## src/rtl/flsq_pkg.sv

```systemverilog
// Package of constants for the flash command sequencer.
// Assumes a 10 MHz core clock and an APB register bus with 32-bit data.
package flsq_pkg;

    // ==========================================================
    // Register byte addresses
    localparam logic [31:0] FLSQ_ADR_STATUS = 32'hffff0e80;
    localparam logic [31:0] FLSQ_ADR_MODE = 32'hffff0e84;
    localparam logic [31:0] FLSQ_ADR_CMD = 32'hffff0e88;
    localparam logic [31:0] FLSQ_ADR_ADDR = 32'hffff0e8c;
    localparam logic [31:0] FLSQ_ADR_DATA = 32'hffff0e90;
    localparam logic [31:0] FLSQ_ADR_SIGN = 32'hffff0e98;
    localparam logic [31:0] FLSQ_ADR_PROT = 32'hffff0e9c;
    localparam logic [31:0] FLSQ_ADR_IRQ_STAT = 32'hffff0ea4;
    localparam logic [31:0] FLSQ_ADR_IRQ_EN = 32'hffff0ea8;
    localparam logic [31:0] FLSQ_ADR_IRQ_CLR = 32'hffff0eac;

    // ==========================================================
    // Reset values
    localparam logic [7:0] FLSQ_RST_MODE = 8'h80;
    localparam logic [7:0] FLSQ_RST_CMD = 8'h00;
    localparam logic [23:0] FLSQ_RST_SIGN = 24'hffffff;
    localparam logic [31:0] FLSQ_RST_PROT = 32'h00000000;
    localparam logic [15:0] FLSQ_ERASED = 16'hffff;

    // ==========================================================
    // Field positions
    localparam int FLSQ_ST_DONE = 0;
    localparam int FLSQ_ST_FAIL = 1;
    localparam int FLSQ_ST_BUSY = 2;
    localparam int FLSQ_ST_INT = 3;
    localparam int FLSQ_MD_WREN = 3;
    localparam int FLSQ_MD_INTEN = 4;
    localparam int FLSQ_IRQ_DONE = 0;
    localparam int FLSQ_IRQ_FAIL = 1;

    // ==========================================================
    // Command codes
    localparam logic [7:0] FLSQ_CMD_NULL = 8'h00;
    localparam logic [7:0] FLSQ_CMD_READ = 8'h01;
    localparam logic [7:0] FLSQ_CMD_WRITE = 8'h02;
    localparam logic [7:0] FLSQ_CMD_ERWR = 8'h03;
    localparam logic [7:0] FLSQ_CMD_VERIFY = 8'h04;
    localparam logic [7:0] FLSQ_CMD_ERASE = 8'h05;
    localparam logic [7:0] FLSQ_CMD_MASS = 8'h06;
    localparam logic [7:0] FLSQ_CMD_EXECUTED = 8'h07;
    localparam logic [7:0] FLSQ_CMD_SIGN = 8'h0b;
    localparam logic [7:0] FLSQ_CMD_PROTECT = 8'h0c;
    localparam logic [7:0] FLSQ_CMD_PING = 8'h0f;

    // ==========================================================
    // Array geometry: 16-bit words, pages of eight words
    localparam int FLSQ_WORD_AW = 6;
    localparam int FLSQ_WORDS = 64;
    localparam int FLSQ_PAGE_AW = 3;
    localparam int FLSQ_KERNEL_PAGES = 1;
    localparam logic [23:0] FLSQ_SIGN_POLY = 24'h864cfb;

    // ==========================================================
    // Timing
    localparam int FLSQ_CLK_MHZ = 10;
    localparam int FLSQ_T_WRITE_US = 50;
    localparam int FLSQ_T_ERWR_MS = 20;
    localparam int FLSQ_T_MASS_MS = 2480;
    localparam int FLSQ_SIGN_CYC = 32778;
    localparam int FLSQ_WRITE_CYC = FLSQ_T_WRITE_US * FLSQ_CLK_MHZ;
    localparam int FLSQ_ERWR_CYC = FLSQ_T_ERWR_MS * 1000 * FLSQ_CLK_MHZ;
    localparam int FLSQ_MASS_CYC = FLSQ_T_MASS_MS * 1000 * FLSQ_CLK_MHZ;
    localparam int FLSQ_CNT_W = 25;

endpackage

```

## src/rtl/flsq_array.sv

```systemverilog
// Flash word array held in flip-flops, with two read ports and program/erase.
// Assumes a program together with a page erase means erase, then write.
`timescale 1ns/100ps
module flsq_array
(
    // Clock and reset
    input wire logic mclk_i,
    input wire logic rst_n_i,
    // Read ports
    input wire logic [flsq_pkg::FLSQ_WORD_AW-1:0] rd_a_addr_i,
    output logic [15:0] rd_a_data_o,
    input wire logic [flsq_pkg::FLSQ_WORD_AW-1:0] rd_b_addr_i,
    output logic [15:0] rd_b_data_o,
    // Modify controls
    input wire logic prog_i,
    input wire logic page_erase_i,
    input wire logic mass_erase_i,
    input wire logic [flsq_pkg::FLSQ_WORD_AW-1:0] mod_addr_i,
    input wire logic [15:0] mod_data_i
);
    import flsq_pkg::*;

    logic [15:0] word_reg [FLSQ_WORDS];

    // ==========================================================
    // Storage
    genvar gi;
    generate
        for (gi = 0; gi < FLSQ_WORDS; gi++)
        begin : g_word
            localparam logic [FLSQ_WORD_AW-1:0] WADR = FLSQ_WORD_AW'(gi);
            localparam bit KERNEL = (gi >> FLSQ_PAGE_AW) < FLSQ_KERNEL_PAGES;
            logic same_page;
            assign same_page = WADR[FLSQ_WORD_AW-1:FLSQ_PAGE_AW]
                == mod_addr_i[FLSQ_WORD_AW-1:FLSQ_PAGE_AW];
            always_ff @(posedge mclk_i or negedge rst_n_i)
            begin
                if (!rst_n_i)
                    word_reg[gi] <= FLSQ_ERASED;
                else if (prog_i && WADR == mod_addr_i)
                    word_reg[gi] <= mod_data_i;
                else if ((page_erase_i && same_page) || (mass_erase_i && !KERNEL))
                    word_reg[gi] <= FLSQ_ERASED;
            end
        end
    endgenerate

    assign rd_a_data_o = word_reg[rd_a_addr_i];
    assign rd_b_data_o = word_reg[rd_b_addr_i];

endmodule // flsq_array

```

## src/rtl/flsq_top.sv

```systemverilog
// Flash command sequencer with APB registers, interrupt logic and fetch port.
// Assumes APB and the fetch requester run on mclk_i; fetch_req_i is held until ack.
//
// Summary of operation
// Command 0x01 loads the data register with the addressed 16-bit word.
// Command 0x02 programs the data register into the addressed word, about 50 us.
// Command 0x03 erases the addressed page then programs the word, about 20 ms.
// Command 0x04 compares the addressed word with data; mismatch sets status bit 1.
// Command 0x05 erases only the page holding the addressed word.
// Command 0x06 erases all but the kernel page, about 2.48 s, when guarded.
// Command 0x0B computes a 24-bit signature over the array in 32,778 cycles.
// Command 0x0C commits protection once; only mass erase releases it.
// Command 0x0F does nothing except signal completion and interrupt.
// After codes 0x00 to 0x06 execute the command register reads 0x07.
// A 32-bit fetch takes two array read cycles, a 16-bit fetch one.
// Status bit 2 is high exactly while a command is in progress.
// Status bit 1 marks an unsuccessful command and clears on status read.
// Status bit 3 sets on completion when mode bit 4 is set; clears on read.
// Erase and program commands run only while mode bit 3 is set.
// Code 0x00 and reserved codes start no flash operation.
// Command register writes are ignored while a command is in progress.
//
// The implementer's own choice: register access over APB.
`timescale 1ns/100ps
module flsq_top
#(
    parameter int ERWR_CYCLES = flsq_pkg::FLSQ_ERWR_CYC,
    parameter int MASS_CYCLES = flsq_pkg::FLSQ_MASS_CYC,
    parameter int SIGN_CYCLES = flsq_pkg::FLSQ_SIGN_CYC
)
(
    // Clock and reset
    input wire logic mclk_i,
    input wire logic rst_n_i,
    // APB slave
    input wire logic psel_i,
    input wire logic penable_i,
    input wire logic pwrite_i,
    input wire logic [31:0] paddr_i,
    input wire logic [31:0] pwdata_i,
    output logic [31:0] prdata_o,
    output logic pready_o,
    output logic pslverr_o,
    // Instruction fetch port
    input wire logic fetch_req_i,
    input wire logic fetch_wide_i,
    input wire logic [flsq_pkg::FLSQ_WORD_AW-1:0] fetch_addr_i,
    output logic [31:0] fetch_data_o,
    output logic fetch_ack_o,
    // Interrupt
    output logic irq_o
);
    import flsq_pkg::*;

    typedef enum logic [0:0] {FLSQ_IDLE, FLSQ_RUN} flsq_state_t;

    localparam logic [FLSQ_CNT_W-1:0] CNT_ERWR = FLSQ_CNT_W'(ERWR_CYCLES - 1);
    localparam logic [FLSQ_CNT_W-1:0] CNT_MASS = FLSQ_CNT_W'(MASS_CYCLES - 1);
    localparam logic [FLSQ_CNT_W-1:0] CNT_SIGN = FLSQ_CNT_W'(SIGN_CYCLES - 1);
    localparam logic [FLSQ_CNT_W-1:0] CNT_WRITE = FLSQ_CNT_W'(FLSQ_WRITE_CYC - 1);

    flsq_state_t state_reg;
    logic [FLSQ_CNT_W-1:0] cnt_reg;
    logic [7:0] op_reg;
    logic deny_reg;
    logic [7:0] mode_reg;
    logic [7:0] cmd_reg;
    logic [15:0] addr_reg;
    logic [15:0] data_reg;
    logic [23:0] sign_reg;
    logic [23:0] sig_acc_reg;
    logic [FLSQ_WORD_AW:0] sig_idx_reg;
    logic [31:0] prot_reg;
    logic [31:0] prot_lock_reg;
    logic prot_once_reg;
    logic done_reg;
    logic fail_reg;
    logic int_reg;
    logic [1:0] irq_stat_reg;
    logic [1:0] irq_en_reg;
    logic irq_reg;
    logic [31:0] prdata_reg;
    logic pready_reg;
    logic pslverr_reg;
    logic fetch_hi_reg;
    logic fetch_ack_reg;
    logic [15:0] fetch_lo_reg;
    logic [31:0] fetch_data_reg;

    logic setup;
    logic access;
    logic wr_acc;
    logic mapped;
    logic [31:0] rd_mux;
    logic cmd_go;
    logic [7:0] code;
    logic is_modify;
    logic page_ok;
    logic finish;
    logic ok_finish;
    logic fail_evt;
    logic [FLSQ_WORD_AW-1:0] word_adr;
    logic [15:0] word_a;
    logic [15:0] word_b;
    logic [FLSQ_WORD_AW-1:0] seq_rd_adr;
    logic [FLSQ_WORD_AW-1:0] fetch_rd_adr;
    logic [23:0] sig_next;

    // ==========================================================
    // APB decode
    assign setup = psel_i && !penable_i;
    assign access = psel_i && penable_i && pready_reg;
    assign wr_acc = access && pwrite_i && !pslverr_reg;
    assign word_adr = addr_reg[FLSQ_WORD_AW:1];

    always_comb
    begin
        mapped = 1'b1;
        rd_mux = 32'h00000000;
        case (paddr_i)
            FLSQ_ADR_STATUS: rd_mux = {28'h0000000, int_reg, state_reg == FLSQ_RUN,
                                       fail_reg, done_reg};
            FLSQ_ADR_MODE: rd_mux = {24'h000000, mode_reg};
            FLSQ_ADR_CMD: rd_mux = {24'h000000, cmd_reg};
            FLSQ_ADR_ADDR: rd_mux = {16'h0000, addr_reg};
            FLSQ_ADR_DATA: rd_mux = {16'h0000, data_reg};
            FLSQ_ADR_SIGN: rd_mux = {8'h00, sign_reg};
            FLSQ_ADR_PROT: rd_mux = prot_reg;
            FLSQ_ADR_IRQ_STAT: rd_mux = {30'h0, irq_stat_reg};
            FLSQ_ADR_IRQ_EN: rd_mux = {30'h0, irq_en_reg};
            FLSQ_ADR_IRQ_CLR: rd_mux = 32'h00000000;
            default: mapped = 1'b0;
        endcase
    end

    // Read data is captured in the setup cycle so that every output comes from a flop;
    // the access phase therefore completes with no wait states.
    always_ff @(posedge mclk_i or negedge rst_n_i)
    begin
        if (!rst_n_i)
        begin
            prdata_reg <= 32'h00000000;
            pready_reg <= 1'b0;
            pslverr_reg <= 1'b0;
        end
        else if (setup)
        begin
            prdata_reg <= pwrite_i ? 32'h00000000 : rd_mux;
            pready_reg <= 1'b1;
            pslverr_reg <= !mapped;
        end
        else
        begin
            pready_reg <= 1'b0;
            pslverr_reg <= 1'b0;
        end
    end

    // ==========================================================
    // Software registers
    always_ff @(posedge mclk_i or negedge rst_n_i)
    begin
        if (!rst_n_i)
        begin
            mode_reg <= FLSQ_RST_MODE;
            addr_reg <= 16'h0000;
            prot_reg <= FLSQ_RST_PROT;
            irq_en_reg <= 2'h0;
        end
        else if (wr_acc)
        begin
            if (paddr_i == FLSQ_ADR_MODE)
                mode_reg <= pwdata_i[7:0];
            if (paddr_i == FLSQ_ADR_ADDR)
                addr_reg <= pwdata_i[15:0];
            if (paddr_i == FLSQ_ADR_PROT)
                prot_reg <= pwdata_i;
            if (paddr_i == FLSQ_ADR_IRQ_EN)
                irq_en_reg <= pwdata_i[1:0];
        end
    end

    // ==========================================================
    // Command acceptance and permission
    assign code = pwdata_i[7:0];
    assign cmd_go = wr_acc && paddr_i == FLSQ_ADR_CMD && state_reg == FLSQ_IDLE;
    assign is_modify = code == FLSQ_CMD_WRITE || code == FLSQ_CMD_ERWR
                       || code == FLSQ_CMD_ERASE || code == FLSQ_CMD_MASS;
    assign page_ok = !prot_once_reg || prot_lock_reg[word_adr[FLSQ_WORD_AW-1:FLSQ_PAGE_AW]];
    assign finish = state_reg == FLSQ_RUN && cnt_reg == '0;
    assign ok_finish = finish && !deny_reg;
    assign fail_evt = finish && (deny_reg
                      || (op_reg == FLSQ_CMD_VERIFY && word_a != data_reg));

    // A protect command is refused once protection has already been committed.
    always_ff @(posedge mclk_i or negedge rst_n_i)
    begin
        if (!rst_n_i)
        begin
            state_reg <= FLSQ_IDLE;
            cnt_reg <= '0;
            op_reg <= FLSQ_CMD_NULL;
            deny_reg <= 1'b0;
        end
        else if (cmd_go)
        begin
            op_reg <= code;
            deny_reg <= (is_modify && !mode_reg[FLSQ_MD_WREN])
                        || (is_modify && code != FLSQ_CMD_MASS && !page_ok)
                        || (code == FLSQ_CMD_PROTECT && prot_once_reg);
            case (code)
                FLSQ_CMD_READ, FLSQ_CMD_VERIFY, FLSQ_CMD_PROTECT, FLSQ_CMD_PING:
                begin
                    state_reg <= FLSQ_RUN;
                    cnt_reg <= '0;
                end
                FLSQ_CMD_WRITE:
                begin
                    state_reg <= FLSQ_RUN;
                    cnt_reg <= CNT_WRITE;
                end
                FLSQ_CMD_ERWR, FLSQ_CMD_ERASE:
                begin
                    state_reg <= FLSQ_RUN;
                    cnt_reg <= CNT_ERWR;
                end
                FLSQ_CMD_MASS:
                begin
                    state_reg <= FLSQ_RUN;
                    cnt_reg <= CNT_MASS;
                end
                FLSQ_CMD_SIGN:
                begin
                    state_reg <= FLSQ_RUN;
                    cnt_reg <= CNT_SIGN;
                end
                default:
                    state_reg <= FLSQ_IDLE;
            endcase
        end
        else if (finish)
            state_reg <= FLSQ_IDLE;
        else if (state_reg == FLSQ_RUN)
            cnt_reg <= cnt_reg - 1'b1;
    end

    // ==========================================================
    // Command register readback
    always_ff @(posedge mclk_i or negedge rst_n_i)
    begin
        if (!rst_n_i)
            cmd_reg <= FLSQ_RST_CMD;
        else if (cmd_go)
            cmd_reg <= code == FLSQ_CMD_NULL ? FLSQ_CMD_EXECUTED : code;
        else if (finish && op_reg <= FLSQ_CMD_MASS)
            cmd_reg <= FLSQ_CMD_EXECUTED;
    end

    // ==========================================================
    // Data register: software writes, read command loads
    always_ff @(posedge mclk_i or negedge rst_n_i)
    begin
        if (!rst_n_i)
            data_reg <= 16'h0000;
        else if (ok_finish && op_reg == FLSQ_CMD_READ)
            data_reg <= word_a;
        else if (wr_acc && paddr_i == FLSQ_ADR_DATA && state_reg == FLSQ_IDLE)
            data_reg <= pwdata_i[15:0];
    end

    // ==========================================================
    // Signature walk over every word, then the result waits for the count.
    assign sig_next = {sig_acc_reg[22:0], 1'b0} ^ {8'h00, word_a}
                      ^ (sig_acc_reg[23] ? FLSQ_SIGN_POLY : 24'h000000);
    assign seq_rd_adr = (state_reg == FLSQ_RUN && op_reg == FLSQ_CMD_SIGN)
                        ? sig_idx_reg[FLSQ_WORD_AW-1:0] : word_adr;

    always_ff @(posedge mclk_i or negedge rst_n_i)
    begin
        if (!rst_n_i)
        begin
            sig_acc_reg <= FLSQ_RST_SIGN;
            sig_idx_reg <= '0;
            sign_reg <= FLSQ_RST_SIGN;
        end
        else if (cmd_go)
        begin
            sig_acc_reg <= FLSQ_RST_SIGN;
            sig_idx_reg <= '0;
        end
        else if (state_reg == FLSQ_RUN && op_reg == FLSQ_CMD_SIGN)
        begin
            if (!sig_idx_reg[FLSQ_WORD_AW])
            begin
                sig_acc_reg <= sig_next;
                sig_idx_reg <= sig_idx_reg + 1'b1;
            end
            if (finish)
                sign_reg <= sig_acc_reg;
        end
    end

    // ==========================================================
    // Protection commit
    always_ff @(posedge mclk_i or negedge rst_n_i)
    begin
        if (!rst_n_i)
        begin
            prot_lock_reg <= FLSQ_RST_PROT;
            prot_once_reg <= 1'b0;
        end
        else if (ok_finish && op_reg == FLSQ_CMD_PROTECT)
        begin
            prot_lock_reg <= prot_reg;
            prot_once_reg <= 1'b1;
        end
        else if (ok_finish && op_reg == FLSQ_CMD_MASS)
            prot_once_reg <= 1'b0;
    end

    // ==========================================================
    // Flash status bits; a completion in the read cycle survives the read clear.
    always_ff @(posedge mclk_i or negedge rst_n_i)
    begin
        if (!rst_n_i)
        begin
            done_reg <= 1'b0;
            fail_reg <= 1'b0;
            int_reg <= 1'b0;
        end
        else
        begin
            if (finish)
                done_reg <= 1'b1;
            else if (access && !pwrite_i && paddr_i == FLSQ_ADR_STATUS
                     && prdata_reg[FLSQ_ST_DONE])
                done_reg <= 1'b0;
            if (fail_evt)
                fail_reg <= 1'b1;
            else if (access && !pwrite_i && paddr_i == FLSQ_ADR_STATUS
                     && prdata_reg[FLSQ_ST_FAIL])
                fail_reg <= 1'b0;
            if (finish && mode_reg[FLSQ_MD_INTEN])
                int_reg <= 1'b1;
            else if (access && !pwrite_i && paddr_i == FLSQ_ADR_STATUS
                     && prdata_reg[FLSQ_ST_INT])
                int_reg <= 1'b0;
        end
    end

    // ==========================================================
    // Interrupt status, enable and clear
    always_ff @(posedge mclk_i or negedge rst_n_i)
    begin
        if (!rst_n_i)
        begin
            irq_stat_reg <= 2'h0;
            irq_reg <= 1'b0;
        end
        else
        begin
            irq_stat_reg <= (irq_stat_reg & ~((wr_acc && paddr_i == FLSQ_ADR_IRQ_CLR)
                            ? pwdata_i[1:0] : 2'h0)) | {fail_evt, finish};
            irq_reg <= |(irq_stat_reg & irq_en_reg);
        end
    end

    // ==========================================================
    // Fetch port: the array is 16 bits wide, so a wide fetch reads two words.
    assign fetch_rd_adr = fetch_hi_reg ? fetch_addr_i + 1'b1 : fetch_addr_i;

    always_ff @(posedge mclk_i or negedge rst_n_i)
    begin
        if (!rst_n_i)
        begin
            fetch_hi_reg <= 1'b0;
            fetch_ack_reg <= 1'b0;
            fetch_lo_reg <= 16'h0000;
            fetch_data_reg <= 32'h00000000;
        end
        else
        begin
            fetch_ack_reg <= 1'b0;
            if (fetch_hi_reg)
            begin
                fetch_data_reg <= {word_b, fetch_lo_reg};
                fetch_ack_reg <= 1'b1;
                fetch_hi_reg <= 1'b0;
            end
            else if (fetch_req_i && !fetch_ack_reg)
            begin
                fetch_lo_reg <= word_b;
                fetch_hi_reg <= fetch_wide_i;
                if (!fetch_wide_i)
                begin
                    fetch_data_reg <= {16'h0000, word_b};
                    fetch_ack_reg <= 1'b1;
                end
            end
        end
    end

    // ==========================================================
    // Array
    flsq_array u_array
    (
        .mclk_i(mclk_i),
        .rst_n_i(rst_n_i),
        .rd_a_addr_i(seq_rd_adr),
        .rd_a_data_o(word_a),
        .rd_b_addr_i(fetch_rd_adr),
        .rd_b_data_o(word_b),
        .prog_i(ok_finish && (op_reg == FLSQ_CMD_WRITE || op_reg == FLSQ_CMD_ERWR)),
        .page_erase_i(ok_finish && (op_reg == FLSQ_CMD_ERASE || op_reg == FLSQ_CMD_ERWR)),
        .mass_erase_i(ok_finish && op_reg == FLSQ_CMD_MASS),
        .mod_addr_i(word_adr),
        .mod_data_i(data_reg)
    );

    assign prdata_o = prdata_reg;
    assign pready_o = pready_reg;
    assign pslverr_o = pslverr_reg;
    assign fetch_data_o = fetch_data_reg;
    assign fetch_ack_o = fetch_ack_reg;
    assign irq_o = irq_reg;

endmodule // flsq_top

```

## config.mk

```make
export PLATFORM = sky130hd
export DESIGN_NAME = flsq_top
export DESIGN_NICKNAME = d
export VERILOG_FILES = /design/src/rtl/flsq_pkg.sv /design/src/rtl/flsq_array.sv /design/src/rtl/flsq_top.sv
export SDC_FILE = /design/constraint.sdc
export NUM_CORES = 2
export LEC_CHECK = 0
export ABC_AREA = 1
export BUFFER_PORTS_ARGS = -buffer_cell sky130_fd_sc_hd__buf_2
export CAP_MARGIN = 30
export CORE_ASPECT_RATIO = 2
export CORE_UTILIZATION = 46
export DETAILED_ROUTE_END_ITERATION = 7
export PLACE_DENSITY = 0.63
export SKIP_CTS_REPAIR_TIMING = 1
export SYNTH_ARGS = -nofsm -noshare
export SYNTH_HDL_FRONTEND = slang
export SYNTH_HIERARCHICAL = 1
export SYNTH_SLANG_ARGS = --single-unit
```

## constraint.sdc

```tcl
create_clock -name mclk_i -period 4.5 [get_ports mclk_i]
set_input_delay 0.225 -clock mclk_i [delete_from_list [all_inputs] [get_ports mclk_i]]
set_output_delay 0.225 -clock mclk_i [all_outputs]
set_load 0.1 [all_outputs]
```

==> flow_metrics.py <==
metrics = {
    "finish": {
        "fillers": 15058,
        "syn_to_final_growth_pct": 11.3,
        "largest_register_ffs": 1024,
        "drive_gt1_share_pct": 19.4,
        "final_nets": 9942,
        "final_util_pct": 51.6,
        "postLayoutCellArea_sq_um": 81800,
    },
    "yosys": {
        "synth-seq-cells": 1295,
        "synth_common_cells": "nand2_1 (3142), nand3_1 (1942), dfstp_2 (1073)",
        "yosys.area.top_type": "dfstp_2",
        "synth_fp_nets": 10214,
        "synth.distinct_cells": 47,
        "synth_edf_count": 0,
        "synthesis.area_sq_um": 73500,
        "seq_area_frac_synth_pct": 45.9,
        "ys.flop_type": "dfstp_2",
        "syn_avg_cell_area_sq_um": 7.25,
        "syn_inst": 10133,
        "yosysMostFrequentCell": "nand2_1",
        "synth_warnings": 6,
        "synth_top_area_share_pct": 38.4,
        "synth_area_leaders": "dfstp_2 (38%), nand2_1 (16%), nand3_1 (13%)",
        "ys_async_sr_fraction_pct": 100,
    },
    "route": {
        "wl_per_cell_um": 24.9,
        "vias_per_cell": 6.18,
        "drt_first_iter_violations": 8022,
        "wl_um": 301000,
        "vias": 74514,
        "ant_nets": 0,
        "first_pass_iters": 7,
        "post-route-drc-count": 0,
    },
    "run_status": {
        "status": "finished with violations",
        "failed_checks": "hold timing",
    },
    "sta": {
        "fin_crit_sh_pct": 98.6,
        "worst_pin_slew_ps": 1100,
        "whs_ps": -27.1,
        "final-max-slew-violation-count": 0,
        "fmax_mhz": 225,
        "clock_skew_ps": 36.9,
        "finalWorstSetupSlack_ps": 62.3,
        "hold_viol": 5,
        "layout_min_cycle_time_ps": 4440,
        "final-setup-viol-count": 0,
        "tns_ps": 0,
        "relSlewSlack_pct": 26.4,
    },
    "die": {
        "die_y_um": 567,
        "fp-row-count": 207,
        "core_area_sq_um": 159000,
        "initial_core_util_pct": 46.3,
        "die_w_um": 285,
        "die-area_sq_um": 162000,
        "io_pins": 145,
    },
    "hold_path": {
        "min_path_cells": 3,
        "hp-start": "fetch_req_i",
        "hold_path_end": "fetch_lo_reg[6]",
        "holdCritPathClass": "input port to flip-flop",
    },
    "grt": {
        "grt_usage_pct": 36.5,
        "gr-total-overflow": 0,
        "grt_pass1_vias": 71695,
        "grt_max_degree": 169,
        "grt_pass1_wl_um": 450000,
        "antenna_found_initial": 5,
    },
    "setup_path": {
        "startpoint_type": "flip-flop",
        "r2r_slack_ps": 60,
        "crit_path_end_kind": "flip-flop",
        "critical_path_class": "flip-flop to flip-flop",
        "cp_cell_sequence": "inv_1, nor4_2, nand2_2, o21ai_4, buf_12, buf_12, nand2_1, nand3_1, nand3_1, nand2_1, nand2_1, nand3_1, nand3_1, nand2_1, xnor2_1, nand2_1, nor3_1, nand2_2, nand2_1, nand2_1, nand2_1, nand2_1",
        "worst-r2r-cell-count": 22,
        "crit_required_ps": 5140,
        "cp_data_arrival_time_ps": 5080,
        "max_stage_delay_ps": 420,
        "reg2reg_to": "irq_stat_reg[1]",
        "reg2reg_from": "op_reg[3]",
        "cp_max_fo": 75,
        "crit_top_cell": "nand2_1",
        "crit_slowest_cell": "dfrtp_1",
    },
    "placement": {
        "dpl_cell_area_sq_um": 77300,
        "port_buffers": 144,
        "pre_cts_slack_ps": -17.1,
        "gp_congestion": 0.995,
        "dp.final_hpwl_um": 196000,
    },
    "clocking": {
        "tritoncts.num_buffers": 118,
        "cts-root-buf": "clkbuf_16",
        "cts_sinks": 1295,
        "clk-insertion-delay-late_ps": 760,
        "clkSlewWorstSetupHoldPaths_ps": 70,
        "htreeDepth": 3,
        "cts_tree": "done",
        "clock_path_buffers": 3,
    },
    "pwr": {
        "power_w": 0.0255,
        "ir_drop_uv": 336,
        "power_density_nw_per_um2": 312,
        "p_leak_nw": 33.8,
    },
    "flow_run": {
        "max_cap_violations": 0,
    },
}
==> cell type report <==
class / count / area (sq um) / share of cell area [%]
multi-input combinational: 7676 / 35300 / 43.1
sequential: 1295 / 33700 / 41.2
timing repair buffer: 527 / 5120 / 6.25
clock buffer: 152 / 3260 / 3.98
tap: 2090 / 2620 / 3.19
inverter: 243 / 962 / 1.18
clock inverter: 68 / 831 / 1.02
antenna: 5 / 12.5 / 0.0153
==> worst max-delay path, delay by kind of cell, from the launching register on <==
family	cells	cell delay (ps)
simple gates	17	2640
buf+inv	3	600
flops	1	420
compound gates	1	380
xor+xnor	1	130
==> power breakdown <==
part,internal (W),switching [W]
Sequential,0.0118,0.0000760
Combinational,0.000565,0.00217
Clock,0.00598,0.00497
Total,0.0183,0.00722
==> layer usage <==
layer | global-route usage, % | vias to the layer above | part of all wire [%] | wire (um)
li1 | - | 33426 | - | -
met1 | 41.1 | 35818 | 34 | 104000
met2 | 60.6 | 4114 | 48 | 144000
met3 | 6.23 | 1156 | 8.5 | 25700
met4 | 29.3 | 0 | 9.2 | 27700
met5 | 0 | - | 0 | 0
==> per-stage QoR <==
step	instances	hold WS, ps
floorplan	10133	-70.6
global placement	11782	275
detailed placement	11792	285
CTS	12012	-522
global route	12054	3.80
finish	12056	-27.1
==> worst max path at each step <==
stage	from	end	slack, ps	depth (start not counted)
3_3_place_gp	op_reg[3]	irq_stat_reg[1]	-60	24
3_5_place_dp	op_reg[3]	irq_stat_reg[1]	-20	24
2_1_floorplan	state_reg	fail_reg	1340	26
5_1_grt	op_reg[3]	fail_reg	-2	24
4_1_cts	op_reg[3]	irq_stat_reg[1]	-40	24
6_report	op_reg[3]	irq_stat_reg[1]	60	22
==> cells in the final DEF (no fill, tap or decap), types with 143 or more instances in the layout <==
cell type	Yosys	layout
inv_1	210	205
nand2_1	3142	3139
buf_2	273	143
buf_4	2	237
nor3_1	988	987
dfstp_2	1073	1073
a21oi_1	984	984
o21ai_0	159	147
nand3_1	1942	1940
dfrtp_1	222	222
==> cell families (layout without fill, tap and decap cells) <==
kind of cell               count (synthesis)  count (layout)  share of synthesized area (%)
xor gates and xnor gates                  57              57                          0.679
muxes                                     16              16                          0.245
DFF                                     1295            1295                           45.9
AOI/OAI and AO/OA                       1255            1255                           8.82
buffers and inverters                   1162             990                           6.45
and+or+nand+nor                         6344            6344                           37.8
other                                      0               5                              0
adders and majority gates                  4               4                         0.0681
No activity file was read; power rests on OpenSTA's default activity.
